--- src/design/pfpd_pkg.sv ---
// What this block does
// With operation enable at 0, the two disable bits select unprotected ranges sized by their fields.
// With operation enable at 1, the two disable bits enable protection of ranges sized by their fields.
// The high disable bit governs a range ending at 0x7F_FFFF; 0 enables that range, 1 disables it.
// The high size field (bits 4..3) takes a write only while the high disable bit is 1.
// The low disable bit governs a range starting at 0x7F_8000; 0 enables that range, 1 disables it.
// The low size field (bits 1..0) takes a write only while the low disable bit is 1.
// Enable at 1: both disables 1 protect nothing, a 0 bit protects its range, both 0 protect both.
// Enable at 0: all flash is protected except each range whose disable bit is 0.
// Software leaves reserved bit 6 in its erased state; it has no protection function.
// High size codes 00..11 give 2, 4, 8 or 16 KB ranges ending at the top of flash.
// A check whose target address lies in a protected area raises the violation flag and is refused.
// Low size codes pick one of four range sizes from a configurable table, starting at the base.
package pfpd_pkg;

  // Address space of the flash and the two range anchors
  localparam int          ADDR_W       = 23;
  localparam logic [22:0] HIGH_TOP     = 23'h7F_FFFF;
  localparam logic [22:0] LOW_BASE     = 23'h7F_8000;
  localparam logic [22:0] HIGH_MIN_SZ  = 23'h00_0800;

  // Default low range sizes, one per code
  localparam logic [22:0] LOW_SZ0      = 23'h00_0400;
  localparam logic [22:0] LOW_SZ1      = 23'h00_0800;
  localparam logic [22:0] LOW_SZ2      = 23'h00_1000;
  localparam logic [22:0] LOW_SZ3      = 23'h00_2000;

  // Register byte offsets
  localparam logic [7:0] OFF_CFG       = 8'h00;
  localparam logic [7:0] OFF_STAT      = 8'h04;
  localparam logic [7:0] OFF_IEN       = 8'h08;
  localparam logic [7:0] OFF_ICLR      = 8'h0C;
  localparam logic [7:0] OFF_VADDR     = 8'h10;

  // Configuration field positions
  localparam int CFG_OPEN_BIT          = 7;
  localparam int CFG_RSV_BIT           = 6;
  localparam int CFG_HDIS_BIT          = 5;
  localparam int CFG_HS_LSB            = 3;
  localparam int CFG_LDIS_BIT          = 2;
  localparam int CFG_LS_LSB            = 0;

  // Status and event bit positions
  localparam int NUM_EVT               = 2;
  localparam int EVT_VIOL_BIT          = 0;
  localparam int EVT_GRANT_BIT         = 1;

  // Reset values: everything disabled, no protection
  localparam logic [7:0]  CFG_RESET    = 8'hFF;
  localparam logic [1:0]  EVT_RESET    = 2'h0;
  localparam logic [22:0] VADDR_RESET  = 23'h00_0000;

endpackage

--- src/design/pfpd_range_match.sv ---
`timescale 1ns/1ps
// Combinational decode of one target address against the configuration
module pfpd_range_match #(
  parameter logic [22:0] LOW_SZ0 = pfpd_pkg::LOW_SZ0,
  parameter logic [22:0] LOW_SZ1 = pfpd_pkg::LOW_SZ1,
  parameter logic [22:0] LOW_SZ2 = pfpd_pkg::LOW_SZ2,
  parameter logic [22:0] LOW_SZ3 = pfpd_pkg::LOW_SZ3
) (
  // Configuration
  input  wire logic [7:0]  cfg,
  // Target
  input  wire logic [22:0] addr,
  // Decode results
  output logic             in_high,
  output logic             in_low,
  output logic             protect
);

  // Half-open window test; size never reaches past the top of space
  function automatic logic in_window(input logic [22:0] a, input logic [22:0] lo,
                                     input logic [22:0] sz);
    logic [23:0] hi;
    hi = {1'b0, lo} + {1'b0, sz};
    in_window = ({1'b0, a} >= {1'b0, lo}) && ({1'b0, a} < hi);
  endfunction

  wire       open_en  = cfg[pfpd_pkg::CFG_OPEN_BIT];
  wire       hdis     = cfg[pfpd_pkg::CFG_HDIS_BIT];
  wire       ldis     = cfg[pfpd_pkg::CFG_LDIS_BIT];
  wire [1:0] hs       = cfg[pfpd_pkg::CFG_HS_LSB +: 2];
  wire [1:0] ls       = cfg[pfpd_pkg::CFG_LS_LSB +: 2];

  // High range doubles per code and ends at the top
  wire [22:0] high_sz = pfpd_pkg::HIGH_MIN_SZ << hs;
  wire [22:0] high_lo = pfpd_pkg::HIGH_TOP - high_sz + 23'h00_0001;
  wire [22:0] low_sz  = (ls == 2'h0) ? LOW_SZ0 :
                        (ls == 2'h1) ? LOW_SZ1 :
                        (ls == 2'h2) ? LOW_SZ2 : LOW_SZ3;

  // A range counts only while its disable bit is 0
  assign in_high = !hdis && in_window(addr, high_lo, high_sz);
  assign in_low  = !ldis && in_window(addr, pfpd_pkg::LOW_BASE, low_sz);
  // Ranges protect with enable set, and carve holes with it clear
  assign protect = open_en ? (in_high || in_low) : !(in_high || in_low);

endmodule

--- src/design/pfpd_top.sv ---
// Decided for this implementation: register access over APB and the placing of the registers.
`timescale 1ns/1ps
// Flash protection decode with APB registers and a sequencer check port
module pfpd_top #(
  parameter logic [22:0] LOW_SZ0 = pfpd_pkg::LOW_SZ0,
  parameter logic [22:0] LOW_SZ1 = pfpd_pkg::LOW_SZ1,
  parameter logic [22:0] LOW_SZ2 = pfpd_pkg::LOW_SZ2,
  parameter logic [22:0] LOW_SZ3 = pfpd_pkg::LOW_SZ3
) (
  // Clock and reset
  input  wire logic        pclk,
  input  wire logic        presetn,
  // APB slave
  input  wire logic        psel,
  input  wire logic        penable,
  input  wire logic        pwrite,
  input  wire logic [7:0]  paddr,
  input  wire logic [31:0] pwdata,
  output logic [31:0]      prdata,
  output logic             pready,
  output logic             pslverr,
  // Sequencer check port
  input  wire logic        chk_valid,
  input  wire logic [22:0] chk_addr,
  output logic             chk_done,
  output logic             chk_refused,
  // Flags
  output logic             protection_violation_flag,
  output logic             irq
);

  logic [7:0]  cfg_q;
  logic [7:0]  cfg_d;
  logic [1:0]  stat_q;
  logic [1:0]  stat_d;
  logic [1:0]  ien_q;
  logic [22:0] vaddr_q;
  logic [31:0] rdata_q;
  logic        err_q;
  logic        done_q;
  logic        refused_q;

  // Bus phases: read data is prepared in setup, so every access ends in one cycle
  wire setup    = psel && !penable;
  wire access   = psel && penable;
  wire wr_acc   = access && pwrite;
  wire hit_cfg  = (paddr == pfpd_pkg::OFF_CFG);
  wire hit_stat = (paddr == pfpd_pkg::OFF_STAT);
  wire hit_ien  = (paddr == pfpd_pkg::OFF_IEN);
  wire hit_iclr = (paddr == pfpd_pkg::OFF_ICLR);
  wire hit_vadr = (paddr == pfpd_pkg::OFF_VADDR);
  wire mapped   = hit_cfg || hit_stat || hit_ien || hit_iclr || hit_vadr;
  wire wr_cfg   = wr_acc && hit_cfg;
  wire wr_ien   = wr_acc && hit_ien;
  wire wr_iclr  = wr_acc && hit_iclr;

  // Read mux; the clear register reads as zero
  wire [31:0] rd_mux = hit_cfg  ? {24'h00_0000, cfg_q} :
                       hit_stat ? {30'h0000_0000, stat_q} :
                       hit_ien  ? {30'h0000_0000, ien_q} :
                       hit_vadr ? {9'h000, vaddr_q} : 32'h0000_0000;

  assign pready  = access;
  assign prdata  = rdata_q;
  assign pslverr = access && err_q;

  // Current stored disable bits gate the size fields
  wire hdis_now = cfg_q[pfpd_pkg::CFG_HDIS_BIT];
  wire ldis_now = cfg_q[pfpd_pkg::CFG_LDIS_BIT];

  // Next configuration: size fields stay frozen while their range is live
  always_comb
  begin
    cfg_d = cfg_q;
    if (wr_cfg)
    begin
      cfg_d[pfpd_pkg::CFG_OPEN_BIT] = pwdata[pfpd_pkg::CFG_OPEN_BIT];
      cfg_d[pfpd_pkg::CFG_RSV_BIT]  = pwdata[pfpd_pkg::CFG_RSV_BIT];
      cfg_d[pfpd_pkg::CFG_HDIS_BIT] = pwdata[pfpd_pkg::CFG_HDIS_BIT];
      cfg_d[pfpd_pkg::CFG_LDIS_BIT] = pwdata[pfpd_pkg::CFG_LDIS_BIT];
      if (hdis_now)
      begin
        cfg_d[pfpd_pkg::CFG_HS_LSB +: 2] = pwdata[pfpd_pkg::CFG_HS_LSB +: 2];
      end
      if (ldis_now)
      begin
        cfg_d[pfpd_pkg::CFG_LS_LSB +: 2] = pwdata[pfpd_pkg::CFG_LS_LSB +: 2];
      end
    end
  end

  // Decode of the address the sequencer presents
  logic in_high;
  logic in_low;
  logic prot;

  pfpd_range_match #(
    .LOW_SZ0 (LOW_SZ0),
    .LOW_SZ1 (LOW_SZ1),
    .LOW_SZ2 (LOW_SZ2),
    .LOW_SZ3 (LOW_SZ3)
  ) u_match (
    .cfg     (cfg_q),
    .addr    (chk_addr),
    .in_high (in_high),
    .in_low  (in_low),
    .protect (prot)
  );

  wire viol_evt  = chk_valid && prot;
  wire grant_evt = chk_valid && !prot;
  wire [1:0] evt = {grant_evt, viol_evt};

  // Sticky status: a new event beats a clear in the same cycle
  always_comb
  begin
    stat_d = stat_q;
    if (wr_iclr)
    begin
      stat_d = stat_q & ~pwdata[1:0];
    end
    stat_d = stat_d | evt;
  end

  // Configuration, enables and status
  always_ff @(posedge pclk or negedge presetn)
  begin
    if (!presetn)
    begin
      cfg_q  <= pfpd_pkg::CFG_RESET;
      ien_q  <= pfpd_pkg::EVT_RESET;
      stat_q <= pfpd_pkg::EVT_RESET;
    end
    else
    begin
      cfg_q  <= cfg_d;
      stat_q <= stat_d;
      if (wr_ien)
      begin
        ien_q <= pwdata[1:0];
      end
    end
  end

  // Bus read data and error, captured in the setup cycle
  always_ff @(posedge pclk or negedge presetn)
  begin
    if (!presetn)
    begin
      rdata_q <= 32'h0000_0000;
      err_q   <= 1'b0;
    end
    else if (setup)
    begin
      rdata_q <= pwrite ? 32'h0000_0000 : rd_mux;
      err_q   <= !mapped;
    end
  end

  // Check answer one cycle after the request; first offending address kept
  always_ff @(posedge pclk or negedge presetn)
  begin
    if (!presetn)
    begin
      done_q    <= 1'b0;
      refused_q <= 1'b0;
      vaddr_q   <= pfpd_pkg::VADDR_RESET;
    end
    else
    begin
      done_q    <= chk_valid;
      refused_q <= viol_evt;
      if (viol_evt && !stat_q[pfpd_pkg::EVT_VIOL_BIT])
      begin
        vaddr_q <= chk_addr;
      end
    end
  end

  assign chk_done                  = done_q;
  assign chk_refused               = refused_q;
  assign protection_violation_flag = stat_q[pfpd_pkg::EVT_VIOL_BIT];
  // Level interrupt while any enabled status bit stands
  assign irq                       = |(stat_q & ien_q);

  // Checks on the decode and the register side
  wire open_en = cfg_q[pfpd_pkg::CFG_OPEN_BIT];
  wire [1:0] hs_now = cfg_q[pfpd_pkg::CFG_HS_LSB +: 2];
  wire [22:0] hs_lo = pfpd_pkg::HIGH_TOP - (pfpd_pkg::HIGH_MIN_SZ << hs_now) + 23'h00_0001;
  // Software clear of the violation bit; a legal clear may drop the flag
  wire clr_viol = wr_iclr && pwdata[pfpd_pkg::EVT_VIOL_BIT];

  property p_open_map;
    @(posedge pclk) disable iff (!presetn)
      chk_valid && open_en && chk_addr < pfpd_pkg::LOW_BASE |-> !prot;
  endproperty
  a_open_map: assert property (p_open_map) else $error("enabled mode decode wrong");

  property p_closed_map;
    @(posedge pclk) disable iff (!presetn)
      chk_valid && !open_en && chk_addr < pfpd_pkg::LOW_BASE |-> prot;
  endproperty
  a_closed_map: assert property (p_closed_map) else $error("hole mode decode wrong");

  property p_no_prot;
    @(posedge pclk) disable iff (!presetn)
      chk_valid && open_en && hdis_now && ldis_now |=> chk_done && !chk_refused;
  endproperty
  a_no_prot: assert property (p_no_prot) else $error("refused with protection off");

  property p_full_prot;
    @(posedge pclk) disable iff (!presetn)
      chk_valid && !open_en && hdis_now && ldis_now |=> chk_refused;
  endproperty
  a_full_prot: assert property (p_full_prot) else $error("full protection not refused");

  property p_top_hit;
    @(posedge pclk) disable iff (!presetn)
      !hdis_now && chk_addr == pfpd_pkg::HIGH_TOP |-> in_high;
  endproperty
  a_top_hit: assert property (p_top_hit) else $error("top address outside high range");

  property p_base_hit;
    @(posedge pclk) disable iff (!presetn)
      chk_addr == pfpd_pkg::LOW_BASE |-> (in_low == !ldis_now);
  endproperty
  a_base_hit: assert property (p_base_hit) else $error("low base decode wrong");

  property p_high_edge;
    @(posedge pclk) disable iff (!presetn)
      !hdis_now && chk_addr == hs_lo - 23'h00_0001 |-> !in_high;
  endproperty
  a_high_edge: assert property (p_high_edge) else $error("high range too large");

  property p_hs_lock;
    @(posedge pclk) disable iff (!presetn)
      wr_cfg && !hdis_now |=> $stable(cfg_q[4:3]);
  endproperty
  a_hs_lock: assert property (p_hs_lock) else $error("high size written while live");

  property p_ls_lock;
    @(posedge pclk) disable iff (!presetn)
      wr_cfg && !ldis_now |=> $stable(cfg_q[1:0]);
  endproperty
  a_ls_lock: assert property (p_ls_lock) else $error("low size written while live");

  property p_ls_take;
    @(posedge pclk) disable iff (!presetn)
      wr_cfg && ldis_now |=> cfg_q[1:0] == $past(pwdata[1:0]);
  endproperty
  a_ls_take: assert property (p_ls_take) else $error("low size write lost");

  property p_viol;
    @(posedge pclk) disable iff (!presetn)
      chk_valid && prot |=> chk_refused && protection_violation_flag
        ##1 (protection_violation_flag || $past(clr_viol));
  endproperty
  a_viol: assert property (p_viol) else $error("violation not flagged");

  property p_irq;
    @(posedge pclk) disable iff (!presetn)
      chk_valid && prot && ien_q[pfpd_pkg::EVT_VIOL_BIT] && !wr_ien |=> irq;
  endproperty
  a_irq: assert property (p_irq) else $error("interrupt missing");

  property p_evt_wins;
    @(posedge pclk) disable iff (!presetn)
      clr_viol && viol_evt |=> protection_violation_flag;
  endproperty
  a_evt_wins: assert property (p_evt_wins) else $error("clear beat a violation");

  property p_clear;
    @(posedge pclk) disable iff (!presetn)
      clr_viol && !viol_evt |=> !protection_violation_flag;
  endproperty
  a_clear: assert property (p_clear) else $error("violation flag not cleared");

  property p_vaddr_take;
    @(posedge pclk) disable iff (!presetn)
      viol_evt && !protection_violation_flag |=> vaddr_q == $past(chk_addr);
  endproperty
  a_vaddr_take: assert property (p_vaddr_take) else $error("first address lost");

  property p_vaddr_keep;
    @(posedge pclk) disable iff (!presetn)
      protection_violation_flag |=> $stable(vaddr_q);
  endproperty
  a_vaddr_keep: assert property (p_vaddr_keep) else $error("first address overwritten");

  property p_unmapped;
    @(posedge pclk) disable iff (!presetn)
      setup && !mapped ##1 access |-> pslverr;
  endproperty
  a_unmapped: assert property (p_unmapped) else $error("unmapped access not refused");

  property p_answer;
    @(posedge pclk) disable iff (!presetn)
      chk_valid |=> chk_done;
  endproperty
  a_answer: assert property (p_answer) else $error("check not answered");

  property p_grant;
    @(posedge pclk) disable iff (!presetn)
      chk_valid && !prot |=> chk_done && !chk_refused;
  endproperty
  a_grant: assert property (p_grant) else $error("unprotected target refused");

  property p_hs_take;
    @(posedge pclk) disable iff (!presetn)
      wr_cfg && hdis_now |=> cfg_q[4:3] == $past(pwdata[4:3]);
  endproperty
  a_hs_take: assert property (p_hs_take) else $error("high size write lost");

  c_refused: cover property (@(posedge pclk) disable iff (!presetn) chk_refused);
  c_hole: cover property (@(posedge pclk) disable iff (!presetn)
    chk_valid && !open_en && !prot);
  c_lock: cover property (@(posedge pclk) disable iff (!presetn) wr_cfg && !hdis_now);
  c_irq: cover property (@(posedge pclk) disable iff (!presetn) $rose(irq));
  c_size_take: cover property (@(posedge pclk) disable iff (!presetn) wr_cfg && hdis_now);

endmodule

--- config.mk ---
export PLATFORM = sky130hd
export DESIGN_NAME = pfpd_top
export DESIGN_NICKNAME = d
export VERILOG_FILES = /design/src/design/pfpd_pkg.sv /design/src/design/pfpd_range_match.sv /design/src/design/pfpd_top.sv
export SDC_FILE = /design/constraint.sdc
export NUM_CORES = 1
export LEC_CHECK = 0
export ABC_AREA = 1
export BUFFER_PORTS_ARGS = -buffer_cell sky130_fd_sc_hd__buf_4
export CORE_MARGIN = 2
export CORE_UTILIZATION = 55
export CTS_CLUSTER_SIZE = 12
export DETAILED_ROUTE_END_ITERATION = 6
export HOLD_SLACK_MARGIN = 0.06
export PLACE_DENSITY = 0.85
export SLEW_MARGIN = 20
export SYNTH_ARGS = -nofsm -noshare
export SYNTH_HDL_FRONTEND = slang
export SYNTH_HIERARCHICAL = 1
export SYNTH_SLANG_ARGS = --single-unit
--- constraint.sdc ---
create_clock -name pclk -period 6.07 [get_ports pclk]
set_input_delay 1.214 -clock pclk [delete_from_list [all_inputs] [get_ports pclk]]
set_output_delay 1.214 -clock pclk [all_outputs]
set_load 0.03 [all_outputs]
==> results.json, run 1 <==
{
  "slew-limit-headroom": 0.507,
  "postCtsSetupBuffers": 0,
  "coreArea_sq_um": 5890,
  "fmax_mhz": 302,
  "fin_nets": 533,
  "n_antenna_cell": 0,
  "dpl.hpwl_microns": 5690,
  "clock_sinks": 61,
  "io_buffers": 73,
  "worstHoldPathType": "reg2reg",
  "irDropWorstVdd_mv": 0.209,
  "outcome": "finished clean",
  "path_max_fanout": 31,
  "vias": 2721,
  "layout_common_cells": "nand2_1 (87), buf_4 (73), dfrtp_1 (53)",
  "min_path_cells": 2,
  "crit_type": "reg2reg",
  "drtIter0Drc": 165,
  "syn_area_sq_um": 3330,
  "grt_max_degree": 62,
  "wire_per_inst_microns": 14.6,
  "die-area_sq_um": 6690,
  "track_usage": 0.257,
  "setup_violations": 0,
  "wirelength_microns": 7690,
  "power_leakage_nw": 2.25,
  "ff2ff_path_depth": 17,
  "fillers": 458,
  "fin_crit_sh": 0.545,
  "total_power_uw": 977,
  "drcViolationCount": 0,
  "final_common_cell": "nand2_1",
  "area_delta_synth_final_pct": 23.6,
  "grt_pass1_vias": 2691,
  "finalSetupTns_ns": 0,
  "routed_via_density": 5.15,
  "cts_root_buf": "clkbuf_8",
  "final_layout_size_suffix_gt1_frac": 0.355,
  "power_density_nw_per_um2": 237,
  "grt-ovfl-total": 0,
  "gp_congestion": 0.894,
  "pin_count": 107,
  "ant_nets": 0,
  "start_kind": "register",
  "cts_tree": "built",
  "critPathCaptureType": "register",
  "cp_data_arrival_time_ns": 3.54,
  "htree_levels": 3,
  "final_core_util": 0.699,
  "avgSynthCellArea_sq_um": 9.00,
  "fp.dieH_microns": 81.8,
  "fin_crit_ns": 3.31,
  "max-cap-violations": 0,
  "die_w_microns": 81.8,
  "start_util": 0.566,
  "clock_latency_ns": 0.36,
  "cts_resized": 0,
  "clockBufferDepth": 2,
  "cp.required_ns": 6.31,
  "syn_inst": 370,
  "worstMarginPinSlew_ns": 0.740,
  "antenna_found_initial": 0,
  "maxSlewViolCount": 0,
  "grt_pass1_wl_microns": 12600,
  "path_clk_slew_ns": 0.07,
  "final-hold-violation-count": 0,
  "rows": 28,
  "rsz0062_at_grt": "no",
  "firstDrtPassIters": 5,
  "ys_warn_count": 6,
  "numCtsBuffers": 9,
  "cts_hold_buf": 0,
  "fin_worst_skew_ns": 0.0106
}
[worst max-delay path, cell delays in order (launching register included)]
cell	delay, ns
dfstp_2	0.40
or2_2	0.33
ha_1	0.30
inv_1	0.05
ha_1	0.26
nand2_1	0.07
o21ai_0	0.18
nand2_1	0.07
nand2_1	0.06
nand2_1	0.04
nand3_1	0.11
nand2_2	0.06
nand3_1	0.07
nand2_1	0.10
nand2_1	0.09
inv_1	0.06
nand2_2	0.52
mux2_2	0.42
[worst paths after layout]
check	startpoint	endpoint	slack, ns
worst max-delay path	cfg_q[4]$_DFFE_PN1P_	vaddr_q[12]$_DFFE_PN0P_	2.76
worst min-delay path	cfg_q[6]$_DFFE_PN1P_	cfg_q[6]$_DFFE_PN1P_	0.49
worst max register to register	cfg_q[4]$_DFFE_PN1P_	vaddr_q[12]$_DFFE_PN0P_	2.76
worst min register to register	cfg_q[6]$_DFFE_PN1P_	cfg_q[6]$_DFFE_PN1P_	0.49
max in group asynchronous	presetn	stat_q[1]$_DFF_PN0_	4.65
min in group asynchronous	presetn	prdata[15]$_DFFE_PN0P_	0.91
[flip-flops by register name, summed over array words and instances (netlist names)]
name / count
ien_q: 2
cfg_q: 8
chk_refused: 1
err_q: 1
stat_q: 2
vaddr_q: 23
chk_done: 1
prdata: 23
[per-layer routing]
layer,share of wire,track usage,vias to the layer above
li1,-,-,1318
met1,0.43,0.323,1309
met2,0.50,0.419,74
met3,0.048,0.0725,20
met4,0.022,0.105,0
met5,0,0,-
[cell type report]
type,instances,area (sq um),share of cell area
clock buffers,11,151,0.0368
clock inverters,5,82.6,0.0201
inverters,42,163,0.0395
multi-input cells,261,1540,0.374
flip-flops and latches,61,1540,0.373
well taps,75,93.8,0.0228
repair buffers,73,548,0.133
[through the flow]
| step | hold WS [ns] | setup slack (ns) | cells | cell area [sq um] |
|---|---|---|---|---|
| 4_1_cts | 0.489 | 2.82 | 528 | 4120 |
| 3_3_place_gp | 0.469 | 2.53 | 512 | 3880 |
| 3_5_place_dp | 0.471 | 2.47 | 512 | 3880 |
| 2_1_floorplan | 0.448 | 3.16 | 379 | 3360 |
| 5_1_grt | 0.502 | 2.53 | 528 | 4120 |
| 6_report | 0.489 | 2.76 | 528 | 4120 |
[where the power goes]
part	internal [mW]	switching [mW]
clock	0.253	0.171
sequential	0.432	0.0137
combinational	0.0441	0.0626
Note: power is estimated with default switching activity, not from simulation.
==> run 2: changes to the inputs <==
- CORE_UTILIZATION: 55 -> 51
- PLACE_DENSITY: 0.85 -> 0.8
- clock period: 6.07 -> 3.19 ns (I/O delays scaled with it)
==> results.json, run 2 (synthesis results as in run 1) <==
{
  "fin_crit_ns": 2.94,
  "comb_power_share": 0.125,
  "drcViolationCount": 0,
  "pin_count": 107,
  "hold_ws_ns": 0.348,
  "cp.required_ns": 3.41,
  "dpl.hpwl_microns": 5320,
  "clock_sinks": 61,
  "max-cap-violations": 0,
  "setup.worst_path.start": "cfg_q[4]$_DFFE_PN1P_",
  "finalWorstSetupSlack_ns": 0.250,
  "cp_cell_sequence": "or2_2, ha_1, inv_1, ha_1, nand2_1, o21ai_0, nand2_1, nand2_1, nand2_1, nand3_1, nand2_2, nand2_1, nand2_1, nand2_1, nand2_1, inv_1, nand2_4, buf_4, nor2_1, a21oi_1",
  "start_kind": "register",
  "path_clk_slew_ns": 0.07,
  "cp_top_family": "simple AND/OR/NAND/NOR gates",
  "internal_power_mw": 1.17,
  "r2r-end": "vaddr_q[19]$_DFFE_PN0P_",
  "fp.dieH_microns": 84.8,
  "power_leakage_nw": 2.24,
  "area_delta_synth_final_pct": 21.4,
  "final_common_cell": "nand2_1",
  "fin_worst_skew_ns": 0.00797,
  "numCtsBuffers": 9,
  "irDropWorstVdd_mv": 0.312,
  "switching_share": 0.264,
  "grt_pass1_wl_microns": 11600,
  "cp.depth": 20,
  "crit_type": "reg2reg",
  "track_usage": 0.204,
  "power_density_nw_per_um2": 395,
  "n_antenna_cell": 0,
  "fin_cells": 529,
  "clockBufferDepth": 2,
  "crit_buf_inv": 3,
  "ff2ff_path_depth": 20,
  "fin_nets": 534,
  "critPathCapture": "vaddr_q[19]$_DFFE_PN0P_",
  "die-area_sq_um": 7190,
  "firstDrtPassIters": 5,
  "final_layout_size_suffix_gt1_frac": 0.350,
  "crit_slowest_cell": "dfstp_2",
  "htree_levels": 3,
  "io_buffers": 73,
  "dp_worst_setup_slack_ns": 0.135,
  "clock_latency_ns": 0.34,
  "rows": 29,
  "slew-limit-headroom": 0.497,
  "ant_nets": 0,
  "fin_crit_sh": 0.922,
  "wire_per_inst_microns": 13.0,
  "power.share.clock": 0.346,
  "grt_pass1_vias": 2505,
  "final-hold-violation-count": 0,
  "vias": 2669,
  "maxSlewViolCount": 0,
  "cts_tree": "built",
  "finalSetupTns_ns": 0,
  "rsz0062_at_grt": "no",
  "switchingPower_uw": 421,
  "setup_violations": 0,
  "die_w_microns": 84.8,
  "p_seq_frac": 0.530,
  "critPathCaptureType": "register",
  "total_power_mw": 1.60,
  "grt-ovfl-total": 0,
  "routed_via_density": 5.05,
  "antenna_found_initial": 0,
  "worstHoldPathType": "in2async",
  "cp_data_arrival_time_ns": 3.16,
  "grt_max_degree": 62,
  "path_max_fanout": 16,
  "r2r_start": "cfg_q[4]$_DFFE_PN1P_",
  "postCtsSetupBuffers": 0,
  "gp_congestion": 0.847,
  "drtIter0Drc": 137,
  "layout_common_cells": "nand2_1 (87), buf_4 (74), dfrtp_1 (53)",
  "place_inst": 515,
  "path_common_cell": "nand2_1",
  "cts_root_buf": "clkbuf_8",
  "coreArea_sq_um": 6350,
  "reg2reg_setup_slack_ns": 0.25,
  "wirelength_microns": 6880,
  "slowest_delay_ns": 0.39,
  "outcome": "finished clean",
  "start_util": 0.525,
  "fmax_mhz": 340,
  "worstMarginPinSlew_ns": 0.754
}
run 2: cell types whose count changed in the layout (fill, tap and decap cells not counted), moves of 2 or more:
cell / change
clkbuf_1: +2
clkinvlp_4: -3
clkinv_2: +3
clkbuf_8: -2
bufinv_16: -2
run 2: final cells by class:
type / instances / area, sq um
fill: 545 / 2310
inverter: 42 / 163
multi-input combinational: 261 / 1550
sequential: 61 / 1540
timing repair buffer: 74 / 556
clock buffer: 11 / 131
clock inverter: 3 / 15.0
tap: 77 / 96.3
run 2: through the flow:
| stage | util | area (sq um) |
|---|---|---|
| 6_report | 0.637 | 4040 |
| 5_1_grt | 0.637 | 4040 |
| 4_1_cts | 0.636 | 4040 |
| 3_5_place_dp | 0.613 | 3890 |
| 3_3_place_gp | 0.613 | 3890 |
| 2_1_floorplan | - | 3360 |
run 2: worst reg2reg max path: cells and delay by family, from the launching register on:
| family | cells | cell delay (ns) |
|---|---|---|
| and+or+nand+nor | 13 | 1.27 |
| buffers and inverters | 3 | 0.40 |
| AOI/OAI and AO/OA | 2 | 0.20 |
| adders and majority gates | 2 | 0.55 |
| DFF | 1 | 0.39 |
run 2: how the worst min path moves through the flow:
stage / from / end / slack, ns / cells past startpoint
2_1_floorplan: presetn / chk_done$_DFF_PN0_ / 0.34 / 0
3_3_place_gp: cfg_q[6]$_DFFE_PN1P_ / cfg_q[6]$_DFFE_PN1P_ / 0.47 / 2
4_1_cts: presetn / chk_refused$_DFF_PN0_ / 0.39 / 1
6_report: presetn / chk_refused$_DFF_PN0_ / 0.35 / 1
5_1_grt: chk_valid / chk_done$_DFF_PN0_ / 0.41 / 1
3_5_place_dp: cfg_q[6]$_DFFE_PN1P_ / cfg_q[6]$_DFFE_PN1P_ / 0.47 / 2
run 2: what timing repair did:
action                                  CTS  global route
gates resized for setup                   0             1
hold buffers                              0             0
endpoints found under the setup margin    0             9
endpoints found under the hold margin     0             0
run 2: routing by layer:
metal	vias to the layer above	global-route usage	part of all wire
met5	-	0	0
met4	0	0.0693	0.014
met3	10	0.0447	0.057
met2	69	0.331	0.48
met1	1271	0.275	0.45
li1	1319	-	-
run 2: power groups by stage:
stage,clock network [mW],logic [mW],registers [mW]
after global routing,0.597,0.223,0.849
after global placement,0,0.195,0.855
final,0.551,0.199,0.845
after floorplan,0,0.114,0.856
after detailed placement,0,0.200,0.858
after CTS,0.560,0.200,0.845
==> run 3: changes to the inputs <==
- CORE_MARGIN: 2 -> not set
- SETUP_SLACK_MARGIN: not set -> 0.5
==> results.json, run 3 (synthesis results as in run 1) <==
{
  "antenna_found_initial": 0,
  "track_usage": 0.228,
  "path_clk_slew_ns": 0.07,
  "fin_nets": 544,
  "clock_latency_ns": 0.34,
  "fin_area_sq_um": 4320,
  "worstMarginPinSlew_ns": 0.752,
  "clock_sinks": 61,
  "n_antenna_cell": 0,
  "power_leakage_nw": 2.36,
  "pin_count": 107,
  "fp.dieH_microns": 82.8,
  "drcViolationCount": 0,
  "grt_pass1_wl_microns": 12200,
  "max-cap-violations": 0,
  "coreArea_sq_um": 6310,
  "slew-limit-headroom": 0.499,
  "hold_ws_ns": 0.357,
  "start_kind": "register",
  "htree_levels": 3,
  "io_buffers": 73,
  "place_inst": 515,
  "clockBufferDepth": 2,
  "critPathCaptureType": "register",
  "die-area_sq_um": 6860,
  "routed_via_density": 4.98,
  "cts_hold_buf": 0,
  "fin_crit_sh": 0.875,
  "final_common_cell": "nand2_1",
  "numCtsBuffers": 9,
  "power_density_nw_per_um2": 403,
  "cts_tree": "built",
  "area_delta_synth_final_pct": 29.8,
  "multi_input_area_sq_um": 1670,
  "vias": 2695,
  "crit_type": "reg2reg",
  "final_layout_size_suffix_gt1_frac": 0.401,
  "finalSetupTns_ns": 0,
  "ant_nets": 0,
  "grt_pass1_vias": 2517,
  "grt_max_degree": 62,
  "fillers": 501,
  "rows": 29,
  "cp.required_ns": 3.42,
  "dpl.hpwl_microns": 5280,
  "maxSlewViolCount": 0,
  "final-hold-violation-count": 0,
  "gp_congestion": 0.888,
  "total_power_mw": 1.74,
  "wirelength_microns": 7630,
  "cp_data_arrival_time_ns": 3.02,
  "drtIter0Drc": 168,
  "fmax_mhz": 358,
  "fin_worst_skew_ns": 0.00964,
  "irDropWorstVdd_mv": 0.322,
  "setup_violations": 0,
  "layout_common_cells": "nand2_1 (82), buf_4 (80), dfrtp_1 (53)",
  "die_w_microns": 82.8,
  "grt-ovfl-total": 0,
  "fin_crit_ns": 2.79,
  "post_dp_cell_area_sq_um": 3890,
  "fin_cells": 541,
  "outcome": "finished clean",
  "start_util": 0.528,
  "cts_root_buf": "clkbuf_8",
  "rsz0062_at_grt": "yes",
  "wire_per_inst_microns": 14.1,
  "worstHoldPathType": "in2async",
  "firstDrtPassIters": 4,
  "seq_area_sq_um": 1540,
  "path_max_fanout": 8
}
[run 3: path summary, 6_finish.rpt]
kind | start | end | slack [ns] | cells past startpoint
setup / recovery | cfg_q[4]$_DFFE_PN1P_ | vaddr_q[8]$_DFFE_PN0P_ | 0.40 | 19
hold / removal | presetn | prdata[17]$_DFFE_PN0P_ | 0.36 | 1
setup reg to reg | cfg_q[4]$_DFFE_PN1P_ | vaddr_q[8]$_DFFE_PN0P_ | 0.40 | 19
hold reg to reg | prdata[22]$_DFFE_PN0P_ | prdata[22]$_DFFE_PN0P_ | 0.49 | 2
max in group asynchronous | presetn | vaddr_q[0]$_DFFE_PN0P_ | 2.33 | 1
min in group pclk | chk_valid | chk_done$_DFF_PN0_ | 0.43 | 1
[run 3: report_power, final]
| part | total (mW) | internal, mW | switching [mW] |
|---|---|---|---|
| clock | 0.684 | 0.380 | 0.304 |
| sequential | 0.847 | 0.822 | 0.0247 |
| combinational | 0.214 | 0.0909 | 0.123 |
[run 3: metrics by stage]
step	util	worst slack (ns)
after floorplan	-	0.577
after global placement	0.617	0.178
after detailed placement	0.617	0.146
after CTS	0.670	0.473
after global routing	0.685	0.306
final	0.685	0.399
[run 3: area by class of cell]
type	instances	share of cell area
clock buffer	12	0.0336
clock inverter	4	0.0110
inverter	42	0.0394
multi-input combinational	262	0.387
sequential	61	0.355
tap	77	0.0223
timing repair buffer	83	0.151
[run 3: timing repair]
action	4_1_cts	5_1_grt
setup buffers	4	4
gates resized for setup	21	16
cloned	2	0
setup endpoints to repair	23	23
pin swaps	5	13
[run 3: worst max-delay path: stages (launching register included)]
cell and delay, ns:
dfstp_2 0.42, or2_4 0.27, ha_4 0.27, inv_2 0.04, ha_4 0.26, nand2_4 0.05, o21ai_2 0.14, nand2_1 0.07
nand2_1 0.06, nand2_1 0.06, nand3_2 0.07, nand2_2 0.06, nand2_1 0.06, nand2_1 0.06, nand2_2 0.09, nand2_2 0.08
inv_4 0.09, buf_6 0.13, nand2_8 0.08, mux2_4 0.32
[run 3: per-layer routing]
layer,part of all wire,up-vias,GRT usage
met5,0,-,0
met2,0.49,78,0.367
met4,0.017,0,0.0925
met1,0.44,1265,0.302
met3,0.050,11,0.0487
li1,-,1341,-
